<file path="src/verilog/pmi_pkg.sv">
// package: register map, field layout, modes and timing for the integration controller
package pmi_pkg;
  // register map
  localparam logic [7:0] ctrl_offset = 8'h02;
  localparam logic [7:0] ctrl_reset = 8'h00;
  // control register field positions
  localparam int fsr_lsb = 6;
  localparam int sel_lsb = 4;
  localparam int sample_count_sel_lsb = 0;
  // widths
  localparam int dac_w = 10;
  localparam int samp_w = 16;
  localparam int acc_w = 44;
  localparam int cnt_w = 12;
  localparam logic [cnt_w-1:0] max_samples = 12'h800;
  localparam logic [3:0] sample_count_sel_max_code = 4'hb;
  // output select modes
  typedef enum logic [1:0] {
    pmi_pwr_pin = 2'h0,
    pmi_sns_free = 2'h1,
    pmi_bus_free = 2'h2,
    pmi_pwr_free = 2'h3
  } pmi_sel_t;
  // timing, 200 MHz clock
  localparam int clk_mhz = 200;
  localparam int update_hold_us = 1000;
  localparam int update_hold_cyc = update_hold_us * clk_mhz;
endpackage

</file>
<file path="src/verilog/pmi_divider.sv">
// sequential restoring divider for the averaging step
`timescale 1ns/100ps
`default_nettype none
module pmi_divider #(
  parameter int num_w = 44,
  parameter int den_w = 12
) (
  // clock and reset
  input wire logic clk,
  input wire logic rst_n,
  // request
  input wire logic start,
  input wire logic [num_w-1:0] numer,
  input wire logic [den_w-1:0] denom,
  // answer
  output logic busy,
  output logic done,
  output logic [num_w-1:0] quot
);
  logic [num_w-1:0] q_reg; // shifting numerator becomes quotient
  logic [den_w:0] rem_reg; // partial remainder
  logic [den_w-1:0] d_reg; // latched divisor
  logic [6:0] cnt_reg; // bits left
  logic [den_w:0] trial; // remainder shifted with next bit
  assign trial = {rem_reg[den_w-1:0], q_reg[num_w-1]};
  assign quot = q_reg;
  // one quotient bit per cycle; any divisor, not only powers of two
  always_ff @(posedge clk) begin
    if (!rst_n) begin
      q_reg <= '0;
      rem_reg <= '0;
      d_reg <= '0;
      cnt_reg <= '0;
      busy <= 1'b0;
      done <= 1'b0;
    end else begin
      done <= 1'b0;
      if (start && !busy) begin
        q_reg <= numer;
        rem_reg <= '0;
        d_reg <= (denom == '0) ? {{(den_w-1){1'b0}}, 1'b1} : denom; // zero divisor guard
        cnt_reg <= 7'(num_w);
        busy <= 1'b1;
      end else if (busy) begin
        if (trial >= {1'b0, d_reg}) begin
          rem_reg <= trial - {1'b0, d_reg};
          q_reg <= {q_reg[num_w-2:0], 1'b1};
        end else begin
          rem_reg <= trial;
          q_reg <= {q_reg[num_w-2:0], 1'b0};
        end
        cnt_reg <= cnt_reg - 7'h01;
        if (cnt_reg == 7'h01) begin
          busy <= 1'b0;
          done <= 1'b1;
        end
      end
    end
  end
endmodule
`default_nettype wire

</file>
<file path="src/verilog/pmi_integ_ctrl.sv">
// measurement accumulation, averaging and output latch control for the power monitor
`timescale 1ns/100ps
`default_nettype none
module pmi_integ_ctrl #(
  parameter int update_hold = pmi_pkg::update_hold_cyc
) (
  // clock and reset
  input wire logic clk,
  input wire logic rst_n,
  // host line and pin override
  input wire logic read_int_pin,
  input wire logic line_override,
  input wire logic int_enable,
  input wire logic sleep_req,
  // control register port
  input wire logic ctrl_wr,
  input wire logic [7:0] ctrl_wdata,
  output logic [7:0] ctrl_rdata,
  // gains
  input wire logic [2:0] current_digital_gain,
  input wire logic [2:0] bus_digital_gain,
  // adc samples
  input wire logic sample_valid,
  input wire logic [pmi_pkg::samp_w-1:0] sample_data,
  output logic mux_selector,
  // results
  output logic [15:0] power_result,
  output logic [15:0] sense_result,
  output logic [15:0] bus_result,
  output logic [pmi_pkg::dac_w-1:0] dac_code,
  output logic [1:0] out_full_scale,
  output logic dac_update,
  output logic integrating
);
  typedef enum logic [1:0] {
    st_idle = 2'h0,
    st_integ = 2'h1,
    st_calc = 2'h3
  } pmi_state_t;
  localparam int hold_w = $clog2(update_hold + 1);
  pmi_state_t state_reg;
  logic [7:0] ctrl_reg; // control register
  logic pin_s1, pin_s2; // line synchroniser
  logic int_now, int_prev; // integrate state
  logic [pmi_pkg::acc_w-1:0] acc_reg; // selected sum accumulator
  logic [pmi_pkg::cnt_w-1:0] cnt_reg; // samples taken
  logic [pmi_pkg::samp_w-1:0] bus_hold_reg; // bus half of a power pair
  logic [hold_w-1:0] hold_reg; // low-time counter
  logic hold_done_reg; // hold update already taken
  pmi_pkg::pmi_sel_t mode_reg; // mode latched at period start
  logic [pmi_pkg::cnt_w-1:0] target; // free-run sample target
  logic div_start, div_done; // divider busy is not needed, calc state tracks it
  logic [pmi_pkg::acc_w-1:0] div_q;
  logic [20:0] gained; // quotient after digital gain
  logic [15:0] res16; // saturated 16-bit result
  logic hold_fire; // line low long enough
  logic period_full; // sample target reached
  assign out_full_scale = ctrl_reg[pmi_pkg::fsr_lsb +: 2];
  assign ctrl_rdata = ctrl_reg;
  assign integrating = (state_reg == st_integ);
  // control register write
  always_ff @(posedge clk) begin
    if (!rst_n) begin
      ctrl_reg <= pmi_pkg::ctrl_reset;
    end else if (ctrl_wr) begin
      ctrl_reg <= ctrl_wdata;
    end
  end
  // two-flop sync of the host line
  always_ff @(posedge clk) begin
    if (!rst_n) begin
      pin_s1 <= 1'b0;
      pin_s2 <= 1'b0;
      int_prev <= 1'b0;
    end else begin
      pin_s1 <= read_int_pin;
      pin_s2 <= pin_s1;
      int_prev <= int_now;
    end
  end
  assign int_now = line_override ? int_enable : pin_s2;
  // free-run target: 2^code, codes above eleven give 2048
  always_comb begin
    target = pmi_pkg::max_samples;
    if (ctrl_reg[pmi_pkg::sample_count_sel_lsb +: 4] <= pmi_pkg::sample_count_sel_max_code) begin
      target = pmi_pkg::cnt_w'(1) << ctrl_reg[pmi_pkg::sample_count_sel_lsb +: 4];
    end
  end
  assign period_full = (mode_reg == pmi_pkg::pmi_pwr_pin) ? (cnt_reg == pmi_pkg::max_samples)
                                                         : (cnt_reg == target);
  // low-hold counter; only meaningful while the line sits low in pin mode
  always_ff @(posedge clk) begin
    if (!rst_n || int_now) begin
      hold_reg <= '0;
      hold_done_reg <= 1'b0;
    end else if (hold_reg != hold_w'(update_hold)) begin
      hold_reg <= hold_reg + hold_w'(1);
    end else if (hold_fire) begin
      hold_done_reg <= 1'b1;
    end
  end
  assign hold_fire = (hold_reg == hold_w'(update_hold)) && !hold_done_reg
                     && (mode_reg == pmi_pkg::pmi_pwr_pin);
  assign div_start = (state_reg == st_integ) && (period_full ||
                     ((mode_reg == pmi_pkg::pmi_pwr_pin) && !int_now && int_prev));
  // main sequence: integrate, calculate, restart
  always_ff @(posedge clk) begin
    if (!rst_n || sleep_req) begin
      state_reg <= st_idle;
      acc_reg <= '0;
      cnt_reg <= '0;
      bus_hold_reg <= '0;
      mux_selector <= 1'b0;
      mode_reg <= pmi_pkg::pmi_pwr_pin;
    end else begin
      case (state_reg)
        st_idle: begin
          if (int_now) begin
            mode_reg <= pmi_pkg::pmi_sel_t'(ctrl_reg[pmi_pkg::sel_lsb +: 2]);
            acc_reg <= '0;
            cnt_reg <= '0;
            mux_selector <= (ctrl_reg[pmi_pkg::sel_lsb +: 2] == pmi_pkg::pmi_sns_free);
            state_reg <= st_integ;
          end
        end
        st_integ: begin
          if (div_start) begin
            state_reg <= st_calc;
          end else if (!int_now) begin
            state_reg <= st_idle;
          end else if (sample_valid) begin
            if (mode_reg == pmi_pkg::pmi_pwr_pin || mode_reg == pmi_pkg::pmi_pwr_free) begin
              mux_selector <= ~mux_selector;
              if (!mux_selector) begin
                bus_hold_reg <= sample_data;
              end else begin
                // widen both factors first, a bare product would keep only sixteen bits
                acc_reg <= acc_reg + (pmi_pkg::acc_w'(bus_hold_reg) * pmi_pkg::acc_w'(sample_data));
                cnt_reg <= cnt_reg + pmi_pkg::cnt_w'(1);
              end
            end else begin
              acc_reg <= acc_reg + pmi_pkg::acc_w'(sample_data);
              cnt_reg <= cnt_reg + pmi_pkg::cnt_w'(1);
            end
          end
        end
        st_calc: begin
          if (div_done) begin
            acc_reg <= '0;
            cnt_reg <= '0;
            state_reg <= int_now ? st_integ : st_idle;
          end
        end
        default: state_reg <= st_idle;
      endcase
    end
  end
  // gain stage: power uses the current gain only, single channels their own
  always_comb begin
    gained = 21'(div_q[15:0]);
    case (mode_reg)
      pmi_pkg::pmi_sns_free: gained = 21'(div_q[15:0]) << current_digital_gain;
      pmi_pkg::pmi_bus_free: gained = 21'(div_q[15:0]) << (bus_digital_gain > 3'h5 ? 3'h5 : bus_digital_gain);
      default: gained = 21'(div_q[31:16]) << current_digital_gain;
    endcase
    res16 = (gained[20:16] != 5'h00) ? 16'hffc0 : {gained[15:6], 6'h00};
  end
  // result registers and output latch
  always_ff @(posedge clk) begin
    if (!rst_n || sleep_req) begin
      power_result <= '0;
      sense_result <= '0;
      bus_result <= '0;
      dac_code <= '0;
      dac_update <= 1'b0;
    end else begin
      dac_update <= 1'b0;
      if (div_done) begin
        case (mode_reg)
          pmi_pkg::pmi_sns_free: sense_result <= res16;
          pmi_pkg::pmi_bus_free: bus_result <= res16;
          default: power_result <= res16;
        endcase
        dac_code <= res16[15:6];
        dac_update <= 1'b1;
      end else if (hold_fire) begin
        dac_code <= power_result[15:6];
        dac_update <= 1'b1;
      end
    end
  end
  // averaging divider, divides by the real count
  pmi_divider #(.num_w(pmi_pkg::acc_w), .den_w(pmi_pkg::cnt_w)) u_div (
    .clk(clk),
    .rst_n(rst_n && !sleep_req),
    .start(div_start),
    .numer(acc_reg),
    .denom(cnt_reg),
    .busy(),
    .done(div_done),
    .quot(div_q)
  );
endmodule
`default_nettype wire

</file>
<file path="config.mk">
export PLATFORM = sky130hd
export DESIGN_NAME = pmi_integ_ctrl
export DESIGN_NICKNAME = d
export VERILOG_FILES = /design/src/verilog/pmi_pkg.sv /design/src/verilog/pmi_divider.sv /design/src/verilog/pmi_integ_ctrl.sv
export SDC_FILE = /design/constraint.sdc
export NUM_CORES = 1
export LEC_CHECK = 0
export ABC_AREA = 0
export BUFFER_PORTS_ARGS = -buffer_cell sky130_fd_sc_hd__clkbuf_2
export CAP_MARGIN = 20
export CORE_MARGIN = 1.5
export CORE_UTILIZATION = 45
export CTS_CLUSTER_DIAMETER = 50
export CTS_CLUSTER_SIZE = 25
export DETAILED_ROUTE_END_ITERATION = 8
export GPL_ROUTABILITY_DRIVEN = 1
export GPL_TIMING_DRIVEN = 0
export RECOVER_POWER = 50
export SLEW_MARGIN = 20
export SYNTH_ARGS = -nofsm -noshare
export SYNTH_HDL_FRONTEND = slang
export SYNTH_SLANG_ARGS = --single-unit
</file>
<file path="constraint.sdc">
create_clock -name clk -period 6.6 [get_ports clk]
set_clock_uncertainty 0.1 [all_clocks]
set_input_delay 0.66 -clock clk [delete_from_list [all_inputs] [get_ports clk]]
set_output_delay 0.66 -clock clk [all_outputs]
set_load 0.01 [all_outputs]
</file>
==> results of run 1 <==
logic make-up (layout without fill, tap and decap cells):
| family | Yosys count | count (layout) | share of synthesized area (%) |
|---|---|---|---|
| fa+ha+maj | 375 | 375 | 28.3 |
| compound gates | 453 | 453 | 13.7 |
| other cells | 1 | 19 | 0.0166 |
| buf+inv | 557 | 698 | 9.75 |
| xor+xnor | 80 | 80 | 3.10 |
| mux | 146 | 146 | 6.71 |
| flops | 225 | 225 | 19.9 |
| simple gates | 875 | 875 | 18.5 |
power by group:
group	internal (mW)	leakage (nW)	switching [mW]	total [mW]
clock	0.933	0.500	0.749	1.68
sequential	1.36	1.83	0.00693	1.37
combinational	0.0860	9.18	0.191	0.277
total	2.38	11.5	0.947	3.33
final cells by class:
cell class,count,share of cell area [%]
antenna,1,0.00985
inverter,389,5.75
buffer,158,3.48
clock buffer,31,2.88
tap,664,3.27
multi-input combinational,1947,63.7
clock inverter,21,1.19
sequential,225,17.9
timing repair buffer,99,1.82
per-stage QoR:
stage | hold slack (ns) | total power [mW]
after floorplan | 0.312 | 1.57
after detailed placement | 0.331 | 1.67
after global placement | 0.317 | 1.67
after CTS | 0.182 | 3.35
final | 0.201 | 3.33
after global routing | 0.180 | 3.43
worst max-delay path, stage by stage (launching register included):
cell,delay [ns]
dfxtp_4,0.40
buf_8,0.17
and2_1,0.16
fa_1,0.54
inv_1,0.06
fa_1,0.53
inv_1,0.05
fa_1,0.48
ha_1,0.34
fa_1,0.55
inv_1,0.06
fa_1,0.53
inv_1,0.04
ha_1,0.31
o21ai_1,0.13
nor2_1,0.22
a21oi_2,0.15
o21a_1,0.24
or3_1,0.34
a31oi_1,0.41
xor2_1,0.17
a22o_1,0.23
o21a_1,0.16
worst max-delay path by stage:
stage / from / endpoint / slack [ns] / cells after the start
5_1_grt: bus_hold_reg[6] / acc_reg[30] / -0.03 / 24
4_1_cts: bus_hold_reg[5] / acc_reg[41] / 0.002 / 22
3_3_place_gp: sample_data[3] / acc_reg[39] / -1.20 / 22
3_5_place_dp: sample_data[12] / acc_reg[39] / -1.27 / 22
2_1_floorplan: sample_data[9] / acc_reg[37] / 0.04 / 22
6_report: bus_hold_reg[4] / acc_reg[21] / 0.13 / 22
cell usage after synthesis (10+ instances only):
library cell,number,area share [%]
nor2_1,194,3.2
dfxtp_1,225,20
and3_1,17,0.47
a31oi_1,28,0.78
a211oi_1,63,2.1
a21o_1,34,1.1
mux2i_1,102,4.5
o211a_1,23,1.0
inv_1,388,6.4
clkbuf_1,117,1.9
or3_1,16,0.44
nand2b_1,11,0.30
o211ai_1,19,0.63
nand3_1,52,1.2
buf_2,21,0.47
mux2_2,44,2.2
ha_1,147,8.1
nor2b_1,20,0.55
nand2_1,327,5.4
and2_1,130,3.6
nor4_1,12,0.33
o221a_2,10,0.50
o21ai_0,59,1.3
o21a_1,10,0.33
a21oi_1,125,2.8
xnor2_1,50,1.9
buf_4,23,0.76
nand4_1,22,0.61
xor2_1,30,1.2
nor3_1,31,0.69
a22oi_1,11,0.37
fa_1,228,20
metal layers:
| metal | global-route usage, % | share of wire, % |
|---|---|---|
| met1 | 35.8 | 45 |
| met2 | 44.1 | 48 |
| met3 | 3.29 | 5.2 |
| met4 | 5.28 | 2.0 |
| met5 | 0 | 0.026 |
what timing repair did:
| action | CTS | global route |
|---|---|---|
| gates resized for setup | 96 | 72 |
| buffers inserted | 3 | 7 |
| hold endpoints to repair | 0 | 0 |
| hold buffers | 0 | 0 |
| pin swaps | 5 | 13 |
| setup endpoints to repair | 29 | 24 |
==> flow_summary_export.csv, run 1 <==
group,metric,value,unit
status,status,"complete, no violations",
place,pre_cts_ws,-1.27,ns
synth,ys_ff_latch,225,
power,powerDensity,131,nW/um^2
place,post-dp-hpwl,52.1,mm
drt,firstDrtPassIters,6,
grt,antenna_found_initial,4,
cts,path_clk_slew,0.07,ns
sta,slew_headroom,19.0,%
run,max_cap_violations,0,
hold_path,worstHoldPathCells,2,
cts,root_buffer,"clkbuf_16",
grt,grt_usage,26.1,%
drt,drt_iter0_drc,1289,
worst_setup_path,path_class,"reg2reg",
final_layout,layout_common_cells,"inv_1, nand2_1, fa_1",
final_layout,nNetsFinal,3261,
worst_setup_path,required,6.97,ns
worst_setup_path,worstReg2RegStart,"bus_hold_reg[4]",
power,irDropWorstVdd,213,uV
synth,postSynthCellCount,2712,
sta,final.setup.worst_slack,0.131,ns
drt,detail_route.vias_per_cell,5.50,
grt,grt_pass1_wl,106,mm
worst_setup_path,reg2reg_setup_slack,0.13,ns
final_layout,fin_util,51.6,%
floorplan,dieHeight,227,um
sta,finalSetupViolations,0,
hold_path,hold_class,"in2reg",
floorplan,io_pins,109,
sta,finalCritPeriodShare,98.0,%
floorplan,die_w,227,um
synth,synthArstFlopShare,0,%
floorplan,placementRows,81,
place,dp.cells,3482,
synth,synth_warnings,0,
grt,grt_max_degree,20,
synth,synth_ff_type,"dfxtp_1",
final_layout,finalNonFillerCells,3535,
sta,drv_slew,0,
worst_setup_path,crit_path_start_kind,"register",
cts,clockBufferDepth,3,
synth,yosysSeqAreaShare,19.9,%
floorplan,initial_core_util,45.9,%
worst_setup_path,endpoint_kind,"register",
cts,cts_tree,"yes",
cts,cts_buffers,28,
cts,clock_latency,0.58,ns
place,place_congestion,0.923,
final_layout,area_growth,12.4,%
place,numPortBuffers,89,
sta,finalHoldViolations,0,
sta,fmaxAchievable,0.155,GHz
drt,drc,0,
floorplan,die-area,51600,sq um
final_layout,multi_input_area,16200,sq um
drt,wl,65.7,mm
final_layout,drive_above_1_share,10.3,%
synth,synth-edff-count,0,
worst_setup_path,arrival,6.84,ns
grt,grt_remaining_overflow,0,
drt,drt-wirelength-per-cell,18.6,um
sta,worst_pin_slew,1.21,ns
worst_setup_path,r2r_cells,22,
drt,dr_total_vias,19400,
grt,grt_pass1_vias,19500,
final_layout,seq_area,4550,sq um
floorplan,core,49300,sq um
worst_setup_path,path_max_fanout,10,
final_layout,fillers,4778,
synth,netlist_area,22600,sq um
cts,ctsHtreeMaxLevel,1,
final_layout,post-route-cell-area,25400,sq um
power,p_leak,11.5,nW
worst_setup_path,timing.rr.end,"acc_reg[21]",
sta,period_minus_slack,6.47,ns
synth,syn_area_per_cell,8.33,sq um
hold_path,worstHoldStart,"read_int_pin",
place,postPlaceCellArea,24000,sq um
sta,tns,0,ns
final_layout,layout_commonest_cell,"inv_1",
synth,ys_types,81,
hold_path,min_delay_worst_endpoint,"pin_s1",
drt,ant_nets,0,
cts,cts_sinks,225,
(Power assumes the default switching activity.)
==> run 2, diff against run 1 <==
==> constraint.sdc (replaced) <==
create_clock -name clk -period 5.8 [get_ports clk]
set_clock_uncertainty 0.1 [all_clocks]
set_input_delay 0.58 -clock clk [delete_from_list [all_inputs] [get_ports clk]]
set_output_delay 0.58 -clock clk [all_outputs]
set_load 0.01 [all_outputs]
==> run 2 against run 1 <==
Compared with the run above:
- the flow now finishes with violations (setup timing)
- final cell count grew 3.0%
- flip-flop and latch count is the same
- clock power grew 12%
- power grew 14%
- setup slack lost 0.48 ns
- sequential power grew 13%
- maximum frequency grew 5.2%
- wire length grew 5.1%
- final area grew 7.3%
- global-route usage grew 1.0 points
- combinational power grew 21%
- highest routed layer unchanged
==> flow_summary_export.csv, run 2 (synthesis gave the netlist of run 1 again) <==
group,metric,value,unit
sta,fmaxAchievable,0.163,GHz
status,status,"finished, violations left",
cts,cts_hold_buf,0,
floorplan,initial_core_util,45.9,%
sta,worst_pin_slew,1.23,ns
status,violations,"setup timing",
sta,tns,-6.48,ns
final_layout,finalNonFillerCells,3641,
power,irDropWorstVdd,221,uV
power,power,3.78,mW
worst_setup_path,endpoint_kind,"register",
floorplan,die-area,51600,sq um
worst_setup_path,path_class,"reg2reg",
final_layout,nNetsFinal,3365,
final_layout,multi_input_area,16800,sq um
worst_setup_path,cp_common_cell,"fa_1",
drt,drt_iter0_drc,1379,
final_layout,seq_area,4560,sq um
final_layout,layout_common_cells,"inv_1, nand2_1, fa_1",
worst_setup_path,cp_slowest_cell,"fa_2",
power,powerDensity,139,nW/um^2
place,post-dp-hpwl,52.5,mm
cts,clock_latency,0.59,ns
floorplan,io_pins,109,
cts,cts_sinks,225,
place,numPortBuffers,89,
place,dp.cells,3482,
drt,drc,0,
cts,clockBufferDepth,3,
floorplan,die_w,227,um
sta,finalHoldViolations,0,
floorplan,dieHeight,227,um
final_layout,drive_above_1_share,17.4,%
sta,slew_headroom,17.5,%
drt,wl,69.0,mm
cts,root_buffer,"clkbuf_16",
sta,rsz0062_at_grt,"true",
sta,period_minus_slack,6.15,ns
worst_setup_path,crit_path_start_kind,"register",
sta,final.setup.worst_slack,-0.349,ns
drt,firstDrtPassIters,5,
drt,detail_route.vias_per_cell,5.49,
worst_setup_path,path_max_fanout,5,
sta,drv_slew,0,
final_layout,area_growth,20.7,%
grt,grt_pass1_wl,109,mm
drt,drt-wirelength-per-cell,19.0,um
drt,dr_total_vias,20000,
final_layout,fillers,4645,
floorplan,placementRows,81,
grt,grt_remaining_overflow,0,
grt,antenna_found_initial,3,
hold_path,hold_class,"in2reg",
cts,cts_buffers,29,
worst_setup_path,arrival,6.56,ns
sta,finalSetupViolations,28,
worst_setup_path,path_cells,"clkbuf_16, buf_6, and2_4, fa_1, fa_1, fa_2, fa_2, fa_1, inv_1, fa_1, inv_1, ha_2, clkbuf_8, nand4_1, o21ai_2, a31oi_4, nor3_4, o41ai_4, buf_6, buf_4, or4_1, a21oi_1",
run,max_cap_violations,0,
cts,path_clk_slew,0.07,ns
grt,grt_max_degree,19,
cts,ctsHtreeMaxLevel,1,
place,place_congestion,0.914,
sta,finalCritPeriodShare,106,%
grt,grt_pass1_vias,20100,
worst_setup_path,cpPeakStageDelay,0.56,ns
power,p_leak,12.3,nW
final_layout,layout_commonest_cell,"inv_1",
worst_setup_path,required,6.21,ns
grt,grt_usage,27.1,%
floorplan,core,49300,sq um
final_layout,fin_util,55.4,%
drt,ant_nets,0,
cts,cts_tree,"yes",
-- run 2: changes by cell type in the layout (fill, tap and decap cells not counted), sizes merged --
cell	delta
clkinv	+2
bufinv	-2
inv	+2
clkbuf	+17
buf	+85
clkinvlp	+1
diode	+1
-- run 2: layout make-up --
class | instances | area share, %
antenna | 2 | 0.0184
clock inverter | 24 | 1.10
inverter | 389 | 5.36
sequential | 225 | 16.7
tap | 664 | 3.05
timing repair buffer | 197 | 5.03
buffer | 163 | 4.32
clock buffer | 30 | 2.71
multi-input combinational | 1947 | 61.7
-- run 2: final timing paths --
kind / startpoint / to / slack, ns / cells past startpoint
min: read_int_pin / pin_s1 / 0.1 / 2
min reg2reg: pin_s1 / pin_s2 / 0.34 / 1
max: bus_hold_reg[5] / acc_reg[41] / -0.35 / 22
max reg2reg: bus_hold_reg[5] / acc_reg[41] / -0.35 / 22
-- run 2: critical path, delay by kind of cell, from the launching register on --
kind | cells | cell delay (ns)
simple gates | 4 | 0.91
fa+ha+maj | 7 | 3.29
buf+inv | 7 | 0.78
compound gates | 4 | 0.59
flops | 1 | 0.38
-- run 2: layer usage --
layer  routed length, um  track usage [%]
met3                4100             4.78
met1               30300             35.8
met2               32700             45.4
met4                1900             7.50
met5                  10                0
-- run 2: timing repair --
| action | CTS | global route |
|---|---|---|
| cloned | 3 | 0 |
| endpoints found under the setup margin | 36 | 30 |
| buffers inserted | 91 | 22 |
| pin swaps | 137 | 78 |
| resized for setup | 235 | 60 |
| endpoints found under the hold margin | 0 | 0 |
-- run 2: power by group --
part | internal, mW | switching, mW | total, mW
logic | 0.109 | 0.227 | 0.336
registers | 1.54 | 0.00787 | 1.55
clock network | 1.00 | 0.885 | 1.89
total | 2.66 | 1.12 | 3.78
-- run 2: metrics by stage --
stage                     instance area (sq um)  hold slack, ns  setup WS (ns)
after CTS                                 27000          0.0816         -0.318
after detailed placement                  24300           0.325          -1.52
after global routing                      27300          0.0845         -0.546
after global placement                    24300           0.321          -1.58
after floorplan                           23000           0.312         -0.335
final                                     27300          0.0986         -0.349
